`src/adps_pkg.sv`:
```
package adps_pkg;
	localparam int ADDR_W     = 8;
	localparam int DATA_W     = 32;
	localparam int CH_N       = 2;
	localparam int MB_N       = 3;
	localparam int LBL_W      = 8;
	localparam int LBL_LSB    = 24;
	localparam int PL_W       = MB_N * LBL_W;
	localparam int RATE_BIT   = 0;
	localparam int OP_RD_BIT  = 7;
	localparam int SPI_SR_W   = 40;
	localparam int STAT_W     = 16;
	localparam int ASN_STRIDE = 4;
	localparam int ASN_INT    = 0;
	localparam int ASN_FLAG   = 2;

	localparam logic [5:0] SPI_LEN_OP   = 6'h08;
	localparam logic [5:0] SPI_LEN_BYTE = 6'h10;
	localparam logic [5:0] SPI_LEN_WORD = 6'h28;
	localparam logic [5:0] LAST_BIT     = 6'h1F;
	localparam logic [5:0] GAP_LAST     = 6'h07;

	// Register byte offsets
	localparam logic [7:0] OFF_TXCTRL  = 8'h00;
	localparam logic [7:0] OFF_FLAGASN = 8'h04;
	localparam logic [7:0] OFF_TXDATA  = 8'h08;
	localparam logic [7:0] OFF_STATUS  = 8'h0C;
	localparam logic [7:0] OFF_RX1WORD = 8'h10;
	localparam logic [7:0] OFF_RX2WORD = 8'h14;
	localparam logic [7:0] OFF_PLABEL1 = 8'h18;
	localparam logic [7:0] OFF_PLABEL2 = 8'h1C;
	localparam logic [7:0] OFF_MBCLR   = 8'h20;
	localparam logic [7:0] OFF_CLEAR   = 8'h24;

	localparam logic [7:0]  RST_TXCTRL  = 8'h00;
	localparam logic [7:0]  RST_FLAGASN = 8'h00;
	localparam logic [23:0] RST_PLABEL  = 24'h00_0000;

	localparam logic [1:0] RESP_OKAY   = 2'h0;
	localparam logic [1:0] RESP_SLVERR = 2'h2;

	// Host serial instruction codes
	localparam logic [7:0] OP_MRESET    = 8'h04;
	localparam logic [7:0] OP_WR_TXCTRL = 8'h08;
	localparam logic [7:0] OP_WR_TXFIFO = 8'h0C;
	localparam logic [7:0] OP_WR_ASN    = 8'h34;
	localparam logic [7:0] OP_SRESET    = 8'h44;

	// Synchroniser lanes: receiver c positive at 2c, negative at 2c+1
	localparam int SY_SI   = 4;
	localparam int SY_SCK  = 5;
	localparam int SY_CS   = 6;
	localparam int SY_LCLK = 7;
	localparam int SY_CLR  = 8;
	localparam int SY_W    = 9;
	localparam logic [SY_W-1:0] SYNC_RST = 9'h040;

	typedef enum logic [3:0] {
		TX_IDLE  = 4'h1,
		TX_FETCH = 4'h2,
		TX_BIT   = 4'h4,
		TX_GAP   = 4'h8
	} adps_txst_t;

	typedef struct packed {
		logic                   tx_full;
		logic                   tx_empty;
		logic [CH_N-1:0]        rx_valid;
		logic [CH_N*MB_N-1:0]   mbox;
	} adps_stat_t;

	typedef struct packed {
		logic [ADDR_W-1:0] addr;
		logic [DATA_W-1:0] data;
		logic [3:0]        strb;
	} adps_wreq_t;
endpackage

```
`src/adps_mem.sv`:
```
`timescale 1ns/100ps
module adps_mem #(
	parameter int W     = 32,
	parameter int DEPTH = 32,
	parameter int AW    = $clog2(DEPTH)
) (
	// Clock
	input  wire logic          clk,
	input  wire logic          ce,
	// Write port
	input  wire logic          we,
	input  wire logic [AW-1:0] waddr,
	input  wire logic [W-1:0]  wdata,
	// Read port
	input  wire logic [AW-1:0] raddr,
	output logic      [W-1:0]  rdata
);
	logic [W-1:0] mem [DEPTH];

	always_ff @(posedge clk) begin
		if (ce) begin
			if (we) begin
				mem[waddr] <= wdata;
			end
			rdata <= mem[raddr];
		end
	end
endmodule

```
`src/adps_top.sv`:
```
// Implementation choices: the AXI4-Lite slave port and the placing of the registers.
`timescale 1ns/100ps
// Contract
// - Hardware clear empties receive paths and transmit FIFO, clears all status flags.
// - Serial bits move on SI and SO only while chip select is low.
// - Each of six mailbox outputs is high while its mailbox holds a message.
// - Transmit-empty output high whenever the transmit FIFO holds no words.
// - Transmit-full output high when the transmit FIFO holds 32 words.
// - Speed-select output follows bit zero of the transmit control register.
// - Speed-select high means low-speed, low means high-speed operation.
// - Each receiver flag rises on conditions picked in the assignment register.
// - Each receiver has its own interrupt output on its programmed conditions.
// - Transmitter drives the serial word as positive and negative logic outputs.
// - Each receiver takes the bus state as positive and negative logic inputs.
// - The protocol timing clock times both receivers and the transmitter.
// - First eight SCK rises after chip select falls shift in the opcode, MSB first.
// - Read data MSB appears on SO at the falling SCK after the opcode.
module adps_top import adps_pkg::*; #(
	parameter int TX_DEPTH  = 32,
	parameter int TX_DIV_HI = 2,
	parameter int TX_DIV_LO = 16,
	parameter int RX_RESYNC = 64
) (
	// System
	input  wire logic              aclk,
	input  wire logic              aresetn,
	input  wire logic              ce,
	// AXI4-Lite slave
	input  wire logic [ADDR_W-1:0] awaddr,
	input  wire logic              awvalid,
	output logic                   awready,
	input  wire logic [DATA_W-1:0] wdata,
	input  wire logic [3:0]        wstrb,
	input  wire logic              wvalid,
	output logic                   wready,
	output logic      [1:0]        bresp,
	output logic                   bvalid,
	input  wire logic              bready,
	input  wire logic [ADDR_W-1:0] araddr,
	input  wire logic              arvalid,
	output logic                   arready,
	output logic      [DATA_W-1:0] rdata,
	output logic      [1:0]        rresp,
	output logic                   rvalid,
	input  wire logic              rready,
	// Host serial port
	input  wire logic              spi_cs_n,
	input  wire logic              spi_sck,
	input  wire logic              spi_si,
	output logic                   spi_so,
	// Link pins
	input  wire logic              arinc_clk,
	input  wire logic              hw_clear_pulse,
	input  wire logic              rx1_logic_in_pos,
	input  wire logic              rx1_logic_in_neg,
	input  wire logic              rx2_logic_in_pos,
	input  wire logic              rx2_logic_in_neg,
	output logic                   tx_logic_out_pos,
	output logic                   tx_logic_out_neg,
	output logic                   tx_speed_select_out,
	// Status pins
	output logic                   rx1_mailbox_a_full,
	output logic                   rx1_mailbox_b_full,
	output logic                   rx1_mailbox_c_full,
	output logic                   rx2_mailbox_a_full,
	output logic                   rx2_mailbox_b_full,
	output logic                   rx2_mailbox_c_full,
	output logic                   rx1_irq_out,
	output logic                   rx2_irq_out,
	output logic                   rx1_assigned_status_out,
	output logic                   rx2_assigned_status_out,
	output logic                   tx_queue_empty_out,
	output logic                   tx_queue_full_out
);
	localparam int AW  = $clog2(TX_DEPTH);
	localparam int CW  = AW + 1;
	localparam int DVW = $clog2(TX_DIV_LO + TX_DIV_HI) + 1;
	localparam int RSW = $clog2(RX_RESYNC) + 1;
	localparam logic [CW-1:0]  FULL_CNT = CW'(TX_DEPTH);
	localparam logic [DVW-1:0] DIV_HI   = DVW'(TX_DIV_HI - 1);
	localparam logic [DVW-1:0] DIV_LO   = DVW'(TX_DIV_LO - 1);
	localparam logic [RSW-1:0] RESYNC   = RSW'(RX_RESYNC);

	// ----------------------------------------------------------------
	// Pin synchronisers
	// ----------------------------------------------------------------
	logic [SY_W-1:0] raw;
	logic [SY_W-1:0] meta_q;
	logic [SY_W-1:0] sync_q;
	logic [SY_W-1:0] prev_q;
	assign raw = {hw_clear_pulse, arinc_clk, spi_cs_n, spi_sck, spi_si,
		rx2_logic_in_neg, rx2_logic_in_pos, rx1_logic_in_neg, rx1_logic_in_pos};

	always_ff @(posedge aclk) begin
		if (!aresetn) begin
			meta_q <= SYNC_RST;
			sync_q <= SYNC_RST;
			prev_q <= SYNC_RST;
		end else if (ce) begin
			meta_q <= raw;
			sync_q <= meta_q;
			prev_q <= sync_q;
		end
	end

	wire logic cs_n      = sync_q[SY_CS];
	wire logic cs_rise   = sync_q[SY_CS] & ~prev_q[SY_CS];
	wire logic sck_rise  = sync_q[SY_SCK] & ~prev_q[SY_SCK];
	wire logic sck_fall  = ~sync_q[SY_SCK] & prev_q[SY_SCK];
	wire logic lclk_rise = sync_q[SY_LCLK] & ~prev_q[SY_LCLK];

	// ----------------------------------------------------------------
	// AXI4-Lite slave
	// ----------------------------------------------------------------
	logic              aw_q, w_q, bvalid_q, rvalid_q;
	logic [1:0]        bresp_q, rresp_q;
	logic [DATA_W-1:0] rdata_q, rd_val;
	adps_wreq_t        wreq_q;
	logic [7:0]        txctrl_q, asn_q;
	logic [2*PL_W-1:0] plabel_q;
	logic              empty_q, full_q, clr;
	logic [CH_N-1:0]   rx_val, rx_flag, rx_irq;
	logic [CH_N*MB_N-1:0] rx_mb;
	logic [CH_N*DATA_W-1:0] rx_word;
	adps_stat_t        stat;

	assign awready = ~aw_q & ~bvalid_q;
	assign wready  = ~w_q & ~bvalid_q;
	assign arready = ~rvalid_q;
	wire logic aw_hs = awvalid & awready;
	wire logic w_hs  = wvalid & wready;
	wire logic ar_hs = arvalid & arready;
	wire logic wr_go = aw_q & w_q;

	wire logic [ADDR_W-1:0] wa = wreq_q.addr;
	wire logic [DATA_W-1:0] wmask = {{8{wreq_q.strb[3]}}, {8{wreq_q.strb[2]}},
		{8{wreq_q.strb[1]}}, {8{wreq_q.strb[0]}}};
	wire logic [DATA_W-1:0] wd = wreq_q.data;
	wire logic wr_txctrl = wr_go & (wa == OFF_TXCTRL);
	wire logic wr_asn    = wr_go & (wa == OFF_FLAGASN);
	wire logic wr_txdata = wr_go & (wa == OFF_TXDATA);
	wire logic wr_pl1    = wr_go & (wa == OFF_PLABEL1);
	wire logic wr_pl2    = wr_go & (wa == OFF_PLABEL2);
	wire logic wr_mbclr  = wr_go & (wa == OFF_MBCLR);
	wire logic wr_clear  = wr_go & (wa == OFF_CLEAR);
	wire logic wa_hit = (wa == OFF_TXCTRL) | (wa == OFF_FLAGASN) | (wa == OFF_TXDATA) |
		(wa == OFF_PLABEL1) | (wa == OFF_PLABEL2) | (wa == OFF_MBCLR) | (wa == OFF_CLEAR);
	// A push into a full FIFO is dropped and answered with an error
	wire logic wr_err = ~wa_hit | ((wa == OFF_TXDATA) & full_q);
	wire logic [CH_N*MB_N-1:0] mbclr_bits = {(CH_N*MB_N){wr_mbclr}} & wd[CH_N*MB_N-1:0];

	wire logic rd_hit = (araddr == OFF_TXCTRL) | (araddr == OFF_FLAGASN) | (araddr == OFF_STATUS) |
		(araddr == OFF_RX1WORD) | (araddr == OFF_RX2WORD) | (araddr == OFF_PLABEL1) |
		(araddr == OFF_PLABEL2);
	wire logic [CH_N-1:0] rd_rx = {ar_hs & (araddr == OFF_RX2WORD), ar_hs & (araddr == OFF_RX1WORD)};
	assign rd_val = (araddr == OFF_TXCTRL)  ? {24'h00_0000, txctrl_q} :
		(araddr == OFF_FLAGASN) ? {24'h00_0000, asn_q} :
		(araddr == OFF_STATUS)  ? {22'h00_0000, stat} :
		(araddr == OFF_RX1WORD) ? rx_word[DATA_W-1:0] :
		(araddr == OFF_RX2WORD) ? rx_word[2*DATA_W-1:DATA_W] :
		(araddr == OFF_PLABEL1) ? {8'h00, plabel_q[PL_W-1:0]} :
		(araddr == OFF_PLABEL2) ? {8'h00, plabel_q[2*PL_W-1:PL_W]} : 32'h0000_0000;

	always_ff @(posedge aclk) begin
		if (!aresetn) begin
			aw_q <= 1'b0; w_q <= 1'b0; bvalid_q <= 1'b0; rvalid_q <= 1'b0;
			bresp_q <= RESP_OKAY; rresp_q <= RESP_OKAY; rdata_q <= '0; wreq_q <= '0;
		end else if (ce) begin
			if (aw_hs) begin
				aw_q <= 1'b1;
				wreq_q.addr <= awaddr;
			end else if (wr_go) aw_q <= 1'b0;
			if (w_hs) begin
				w_q <= 1'b1;
				wreq_q.data <= wdata;
				wreq_q.strb <= wstrb;
			end else if (wr_go) w_q <= 1'b0;
			if (wr_go) begin
				bvalid_q <= 1'b1;
				bresp_q <= wr_err ? RESP_SLVERR : RESP_OKAY;
			end else if (bready) bvalid_q <= 1'b0;
			if (ar_hs) begin
				rvalid_q <= 1'b1;
				rdata_q <= rd_val;
				rresp_q <= rd_hit ? RESP_OKAY : RESP_SLVERR;
			end else if (rready) rvalid_q <= 1'b0;
		end
	end
	assign bvalid = bvalid_q;
	assign bresp  = bresp_q;
	assign rvalid = rvalid_q;
	assign rresp  = rresp_q;
	assign rdata  = rdata_q;

	// ----------------------------------------------------------------
	// Host serial port
	// ----------------------------------------------------------------
	logic [5:0]          spi_cnt_q;
	logic [SPI_SR_W-1:0] spi_in_q;
	logic [STAT_W-1:0]   spi_out_q;
	logic                spi_rd_q, so_q;
	wire logic spi_len_b  = spi_cnt_q == SPI_LEN_BYTE;
	wire logic spi_txctrl = cs_rise & spi_len_b & (spi_in_q[15:8] == OP_WR_TXCTRL);
	wire logic spi_asn    = cs_rise & spi_len_b & (spi_in_q[15:8] == OP_WR_ASN);
	wire logic spi_push   = cs_rise & (spi_cnt_q == SPI_LEN_WORD) & (spi_in_q[39:32] == OP_WR_TXFIFO);
	wire logic spi_clr    = cs_rise & (spi_cnt_q == SPI_LEN_OP) &
		((spi_in_q[7:0] == OP_SRESET) | (spi_in_q[7:0] == OP_MRESET));

	always_ff @(posedge aclk) begin
		if (!aresetn) begin
			spi_cnt_q <= '0; spi_in_q <= '0; spi_out_q <= '0; spi_rd_q <= 1'b0; so_q <= 1'b0;
		end else if (ce) begin
			if (cs_n) begin
				spi_cnt_q <= '0;
				spi_rd_q <= 1'b0;
				so_q <= 1'b0;
			end else if (sck_rise) begin
				spi_in_q <= {spi_in_q[SPI_SR_W-2:0], sync_q[SY_SI]};
				if (spi_cnt_q != '1) spi_cnt_q <= spi_cnt_q + 6'h01;
				if (spi_cnt_q == SPI_LEN_OP - 6'h01 && spi_in_q[OP_RD_BIT-1]) begin
					spi_rd_q <= 1'b1;
					spi_out_q <= {6'h00, stat};
				end
			end else if (sck_fall && spi_rd_q) begin
				so_q <= spi_out_q[STAT_W-1];
				spi_out_q <= {spi_out_q[STAT_W-2:0], 1'b0};
			end
		end
	end
	assign spi_so = so_q;

	// ----------------------------------------------------------------
	// Control registers
	// ----------------------------------------------------------------
	assign clr = sync_q[SY_CLR] | wr_clear | spi_clr;

	always_ff @(posedge aclk) begin
		if (!aresetn) begin
			txctrl_q <= RST_TXCTRL; asn_q <= RST_FLAGASN; plabel_q <= {RST_PLABEL, RST_PLABEL};
		end else if (ce) begin
			if (wr_txctrl) txctrl_q <= (txctrl_q & ~wmask[7:0]) | (wd[7:0] & wmask[7:0]);
			else if (spi_txctrl) txctrl_q <= spi_in_q[7:0];
			if (wr_asn) asn_q <= (asn_q & ~wmask[7:0]) | (wd[7:0] & wmask[7:0]);
			else if (spi_asn) asn_q <= spi_in_q[7:0];
			if (wr_pl1) plabel_q[PL_W-1:0] <= (plabel_q[PL_W-1:0] & ~wmask[PL_W-1:0]) |
				(wd[PL_W-1:0] & wmask[PL_W-1:0]);
			if (wr_pl2) plabel_q[2*PL_W-1:PL_W] <= (plabel_q[2*PL_W-1:PL_W] & ~wmask[PL_W-1:0]) |
				(wd[PL_W-1:0] & wmask[PL_W-1:0]);
		end
	end
	assign tx_speed_select_out = txctrl_q[RATE_BIT];

	// ----------------------------------------------------------------
	// Transmit FIFO
	// ----------------------------------------------------------------
	logic [AW-1:0]     wp_q, rp_q;
	logic [CW-1:0]     cnt_q, cnt_d;
	logic [DATA_W-1:0] mem_rdata;
	logic              pop;
	// The bus wins a same-cycle push; the serial push is then lost
	wire logic push_req = wr_txdata | spi_push;
	wire logic [DATA_W-1:0] push_data = wr_txdata ? wd : spi_in_q[DATA_W-1:0];
	wire logic push = push_req & (cnt_q != FULL_CNT) & ~clr;
	assign cnt_d = clr ? '0 : cnt_q + CW'(push) - CW'(pop);

	always_ff @(posedge aclk) begin
		if (!aresetn) begin
			wp_q <= '0; rp_q <= '0; cnt_q <= '0; empty_q <= 1'b1; full_q <= 1'b0;
		end else if (ce) begin
			wp_q <= clr ? '0 : wp_q + AW'(push);
			rp_q <= clr ? '0 : rp_q + AW'(pop);
			cnt_q <= cnt_d;
			empty_q <= cnt_d == '0;
			full_q <= cnt_d == FULL_CNT;
		end
	end
	assign tx_queue_empty_out = empty_q;
	assign tx_queue_full_out  = full_q;

	adps_mem #(.W(DATA_W), .DEPTH(TX_DEPTH)) u_mem (
		.clk   (aclk),
		.ce    (ce),
		.we    (push),
		.waddr (wp_q),
		.wdata (push_data),
		.raddr (rp_q),
		.rdata (mem_rdata)
	);

	// ----------------------------------------------------------------
	// Transmitter
	// ----------------------------------------------------------------
	adps_txst_t        st_q, st_d;
	logic              ph_q, ph_d, tpos_q, tneg_q;
	logic [5:0]        nb_q, nb_d;
	logic [DATA_W-1:0] tsh_q, tsh_d;
	logic [DVW-1:0]    div_q;
	// Each half bit lasts a programmable number of link clock rises
	wire logic [DVW-1:0] div_lim = txctrl_q[RATE_BIT] ? DIV_LO : DIV_HI;
	wire logic tx_tick = lclk_rise & (div_q == div_lim);

	always_comb begin
		st_d = st_q;
		ph_d = ph_q;
		nb_d = nb_q;
		tsh_d = tsh_q;
		pop = 1'b0;
		case (st_q)
			TX_IDLE: if (cnt_q != '0) st_d = TX_FETCH;
			TX_FETCH: begin
				tsh_d = mem_rdata;
				pop = 1'b1;
				ph_d = 1'b0;
				nb_d = '0;
				st_d = TX_BIT;
			end
			TX_BIT: if (tx_tick) begin
				ph_d = ~ph_q;
				if (ph_q) begin
					tsh_d = {tsh_q[DATA_W-2:0], 1'b0};
					nb_d = nb_q + 6'h01;
					if (nb_q == LAST_BIT) begin
						nb_d = '0;
						st_d = TX_GAP;
					end
				end
			end
			TX_GAP: if (tx_tick) begin
				nb_d = nb_q + 6'h01;
				if (nb_q == GAP_LAST) st_d = TX_IDLE;
			end
			default: st_d = TX_IDLE;
		endcase
		if (clr) begin
			st_d = TX_IDLE;
			pop = 1'b0;
		end
	end

	always_ff @(posedge aclk) begin
		if (!aresetn) begin
			st_q <= TX_IDLE; ph_q <= 1'b0; nb_q <= '0; tsh_q <= '0; div_q <= '0;
			tpos_q <= 1'b0; tneg_q <= 1'b0;
		end else if (ce) begin
			st_q <= st_d; ph_q <= ph_d; nb_q <= nb_d; tsh_q <= tsh_d;
			if (st_q == TX_FETCH || tx_tick) div_q <= '0;
			else if (lclk_rise) div_q <= div_q + DVW'(1);
			tpos_q <= (st_d == TX_BIT) & ~ph_d & tsh_d[DATA_W-1];
			tneg_q <= (st_d == TX_BIT) & ~ph_d & ~tsh_d[DATA_W-1];
		end
	end
	assign tx_logic_out_pos = tpos_q;
	assign tx_logic_out_neg = tneg_q;

	// ----------------------------------------------------------------
	// Receivers, mailboxes, flag and interrupt pins
	// ----------------------------------------------------------------
	for (genvar c = 0; c < CH_N; c++) begin : g_rx
		logic [DATA_W-1:0] sh_q, word_q;
		logic [5:0]        bits_q;
		logic [RSW-1:0]    idle_q;
		logic [1:0]        lvl_q;
		logic              val_q, flag_q, irq_q;
		logic [MB_N-1:0]   mb_q, hit;
		wire logic [1:0] lvl = {sync_q[2*c], sync_q[2*c+1]};
		wire logic bit_ev = lclk_rise & (lvl_q == '0) & (^lvl);
		wire logic [DATA_W-1:0] sh_n = {sh_q[DATA_W-2:0], lvl[1]};
		wire logic done = bit_ev & (bits_q == LAST_BIT);
		for (genvar k = 0; k < MB_N; k++) begin : g_mb
			assign hit[k] = sh_n[LBL_LSB +: LBL_W] == plabel_q[c*PL_W + k*LBL_W +: LBL_W];
		end
		wire logic mb_any = |mb_q;
		wire logic [3:0] cond = {val_q | mb_any, mb_any, mb_q[0], val_q};
		wire logic fcond = cond[asn_q[c*ASN_STRIDE+ASN_FLAG +: 2]];
		wire logic icond = cond[asn_q[c*ASN_STRIDE+ASN_INT +: 2]];

		always_ff @(posedge aclk) begin
			if (!aresetn) begin
				sh_q <= '0; word_q <= '0; bits_q <= '0; idle_q <= '0; lvl_q <= '0;
				val_q <= 1'b0; flag_q <= 1'b0; irq_q <= 1'b0; mb_q <= '0;
			end else if (ce) begin
				if (lclk_rise) lvl_q <= lvl;
				if (bit_ev) sh_q <= sh_n;
				if (clr || done) bits_q <= '0;
				else if (bit_ev) bits_q <= bits_q + 6'h01;
				else if (idle_q == RESYNC) bits_q <= '0;
				if (clr || (lclk_rise && lvl != '0)) idle_q <= '0;
				else if (lclk_rise && idle_q != RESYNC) idle_q <= idle_q + RSW'(1);
				if (done && hit == '0) word_q <= sh_n;
				if (clr) val_q <= 1'b0;
				else if (done && hit == '0) val_q <= 1'b1;
				else if (rd_rx[c]) val_q <= 1'b0;
				if (clr) mb_q <= '0;
				else mb_q <= (mb_q & ~mbclr_bits[c*MB_N +: MB_N]) | ({MB_N{done}} & hit);
				flag_q <= fcond & ~clr;
				irq_q <= icond & ~clr;
			end
		end
		assign rx_val[c] = val_q;
		assign rx_flag[c] = flag_q;
		assign rx_irq[c] = irq_q;
		assign rx_mb[c*MB_N +: MB_N] = mb_q;
		assign rx_word[c*DATA_W +: DATA_W] = word_q;
	end

	assign stat = '{tx_full: full_q, tx_empty: empty_q, rx_valid: rx_val, mbox: rx_mb};
	assign {rx2_mailbox_c_full, rx2_mailbox_b_full, rx2_mailbox_a_full,
		rx1_mailbox_c_full, rx1_mailbox_b_full, rx1_mailbox_a_full} = rx_mb;
	assign rx1_assigned_status_out = rx_flag[0];
	assign rx2_assigned_status_out = rx_flag[1];
	assign rx1_irq_out = rx_irq[0];
	assign rx2_irq_out = rx_irq[1];
endmodule

```
`config.mk`:
```
export PLATFORM = sky130hd
export DESIGN_NAME = adps_top
export DESIGN_NICKNAME = d
export VERILOG_FILES = /design/src/adps_pkg.sv /design/src/adps_mem.sv /design/src/adps_top.sv
export SDC_FILE = /design/constraint.sdc
export NUM_CORES = 2
export LEC_CHECK = 0
export BUFFER_PORTS_ARGS = -buffer_cell sky130_fd_sc_hd__buf_2
export CORE_MARGIN = 10
export CORE_UTILIZATION = 50
export CTS_CLUSTER_DIAMETER = 200
export CTS_CLUSTER_SIZE = 20
export DETAILED_ROUTE_END_ITERATION = 16
export GPL_ROUTABILITY_DRIVEN = 0
export HOLD_SLACK_MARGIN = 0.15
export PLACE_DENSITY = 0.71
export SYNTH_ARGS = -nofsm -noshare
export SYNTH_HDL_FRONTEND = slang
export SYNTH_HIERARCHICAL = 1
export SYNTH_SLANG_ARGS = --single-unit
```
`constraint.sdc`:
```
create_clock -name aclk -period 12.25 [get_ports aclk]
set_input_delay 0.6125 -clock aclk [delete_from_list [all_inputs] [get_ports aclk]]
set_output_delay 0.6125 -clock aclk [all_outputs]
set_load 0.05 [all_outputs]
```
==> reports/metrics.cfg <==
[power_and_ir_drop]
ir_drop_uv = 126.5
p_leak_nw = 19.24
p_total_mw = 8.573
p_per_area_nw_per_um2 = 127.4

[synth]
synth-async-reset-ratio_pct = 0
synth_area_um2 = 62500
ys_types = 88
synthTopCellsByArea = edfxtp_1 (51%), dfxtp_1 (15%), mux2i_1 (9.5%)
postSynthCellCount = 4870
yosysWarningCount = 6
ys_seq_area_share_pct = 65.69
synth_edf_count = 1056
synthFlopType = edfxtp_1
synth_top_area_cell = edfxtp_1
synth-seq-cells = 1523
syn_area_per_cell_um2 = 12.83
synth_top_area_share_pct = 50.73

[timing]
hold_slack_ps = 183.9
timing.final.ws_setup_ps = 7194
relSlewSlack_pct = 13.91
setup_viol = 0
period_share_pct = 41.28
rsz0062_at_grt = no
tns_ps = 0
fin_crit_ps = 5056
skew_ps = 31.08
final_max_slew_viol_count = 0
worstMarginPinSlew_ps = 1288
clock.fmax_mhz = 197.8
hold_viol = 0

[place]
pre_cts_slack_ps = 7180
io_buffer_count = 122
placedCellCount = 6350
dp_hpwl_um = 87940
placed_area_um2 = 64430

[routing]
viasPerCell = 6.062
routedWlPerCell_um = 22.96
via_count = 39560
drt_iter0_drc = 3819
ant_nets = 0
drt_pass1_iterations = 6
totalWireLength_um = 149800
drc = 0

[setup_path]
crit_type = reg2reg
cp-end-kind = register
r2r_start = wa[3]$_SDFFE_PN0P_
cp_data_required_time_ps = 12570
worstPathMaxFanout = 33
cp-startpoint = wa[3]$_SDFFE_PN0P_
setup.worst_path.start_class = register
cp.arrival_ps = 5380

[global_routing]
first_global_vias = 37710
grt.overflow.total = 0
grt_max_degree = 208
antenna_found_initial = 0
grt_usage_pct = 20.58
grt_pass1_wl_um = 228200

[floorplanning]
die-area_um2 = 139600
core_area_um2 = 124000
die-height_um = 373.6
io-pin-count = 126
initial_core_util_pct = 50.42
rows = 129
die_width_um = 373.6

[finish]
nNetsFinal = 4940
drive_gt1_share_pct = 8.737
syn_to_final_growth_pct = 7.705
fin_util_pct = 54.31
finalInstanceArea_um2 = 67320
stdcell_count = 6526
nFillCells = 10190

[clock_tree]
cts_tree = yes
ctsResizeCount = 0
cts_inserted_buffers = 86
cts_root_buf = clkbuf_16
clkSinkCount = 1523
h-tree-depth = 3
clk_pin_slew_ps = 90
clockBufferDepth = 3
clock_latency_ps = 710

[status]
status = finished, final reports clean

[hold_path]
hold_path_startpoint = rready
hp-class = in2reg

[flow_run]
cap_violations = 0

## worst max-delay path, stage by stage, from the launching register on
cell and delay (ps):
dfxtp_1 480, nor4b_1 520, nand3_2 830, o31ai_1 280
nand2_1 100, a21oi_1 460, nand2_1 150, nor2_1 140
nand2_1 510, nor2_4 1180
## kinds of logic after synthesis
logic type      Yosys count  share of synthesized area [%]
fa+ha+maj                26                         0.5325
simple gates           1235                          9.274
mux                     656                          10.77
other cells               1                       0.006000
flops                  1523                          65.69
buf+inv                 390                          2.911
xor+xnor                 69                         0.9669
compound gates          970                          9.845
## state kept, by name, indices dropped and copies added, names as in the netlist, 8 cells and up, named ones only
name         flops
g_rx.sh_q       62
u_mem/mem     1024
sync_q           9
wd              32
spi_in_q        40
meta_q           9
g_rx.word_q     64
rdata           32
u_mem/rdata     32
wa               8
g_rx.idle_q     14
tsh_q           32
spi_out_q       16
g_rx.bits_q     12
## Yosys cell counts, types with 16 or more instances
master    number
edfxtp_1    1056
mux2i_1      594
nand2_1      587
dfxtp_1      467
a21oi_1      426
clkbuf_1     217
nand3_1      189
nor2_1       171
a22oi_1      116
nand4_1       85
a22o_1        80
o31ai_1       78
buf_2         68
o21ai_0       64
mux2_2        54
xor2_1        49
nor3_1        42
a31oi_1       40
a21o_1        36
buf_4         36
inv_1         35
and2_1        30
o21ai_1       27
ha_1          25
a221oi_1      24
xnor2_1       20
buf_6         17
or3_1         16
## placed cells by master, fill, tap and decap left out, types with 78 or more instances in the layout
cell       instances
nor2_1           134
nand3_1          188
buf_2            121
clkbuf_16         88
dfxtp_1          466
a22oi_1          116
nand4_1           85
o31ai_1           78
edfxtp_1        1056
nand2_1          586
a22o_1            80
a21oi_1          425
mux2i_1          594
## per-layer routing
metal / wire [um] / GRT usage [%]
met5: 0 / 0
met3: 10840 / 3.485
met4: 3355 / 4.813
met2: 71130 / 33.81
met1: 64520 / 28.48
## timing repair
action,4_1_cts,5_1_grt
hold buffers,44,0
setup buffers,0,0
hold endpoints to repair,44,0
endpoints found under the setup margin,0,0
## where the power goes
part           internal [mW]  switching, mW  total (mW)
registers               5.44         0.0209        5.46
logic                 0.0460          0.101       0.147
clock network           1.34           1.63        2.97
total                   6.82           1.75        8.57
## worst paths after layout
check | cells past startpoint | endpoint | slack (ps)
worst min-delay path | 4 | rvalid$_SDFFE_PN0P_ | 180
worst min register to register | 2 | rdata[23]$_SDFFE_PN0P_ | 450
worst max-delay path | 9 | u_mem/mem[25][26]$_DFFE_PP_ | 7190
worst max register to register | 9 | u_mem/mem[25][26]$_DFFE_PP_ | 7190
## final cells by class
| cell class | count | area, um2 | area share [%] |
|---|---|---|---|
| inverter | 37 | 146.4 | 0.2175 |
| multi-input combinational | 2958 | 19950 | 29.64 |
| timing repair buffer | 239 | 1655 | 2.459 |
| clock inverter | 6 | 111.4 | 0.1654 |
| tap | 1637 | 2048 | 3.043 |
| antenna | 2 | 5.005 | 0.007434 |
| clock buffer | 124 | 2337 | 3.472 |
| sequential | 1523 | 41060 | 61.00 |
Note: power is estimated with default switching activity, not from simulation.
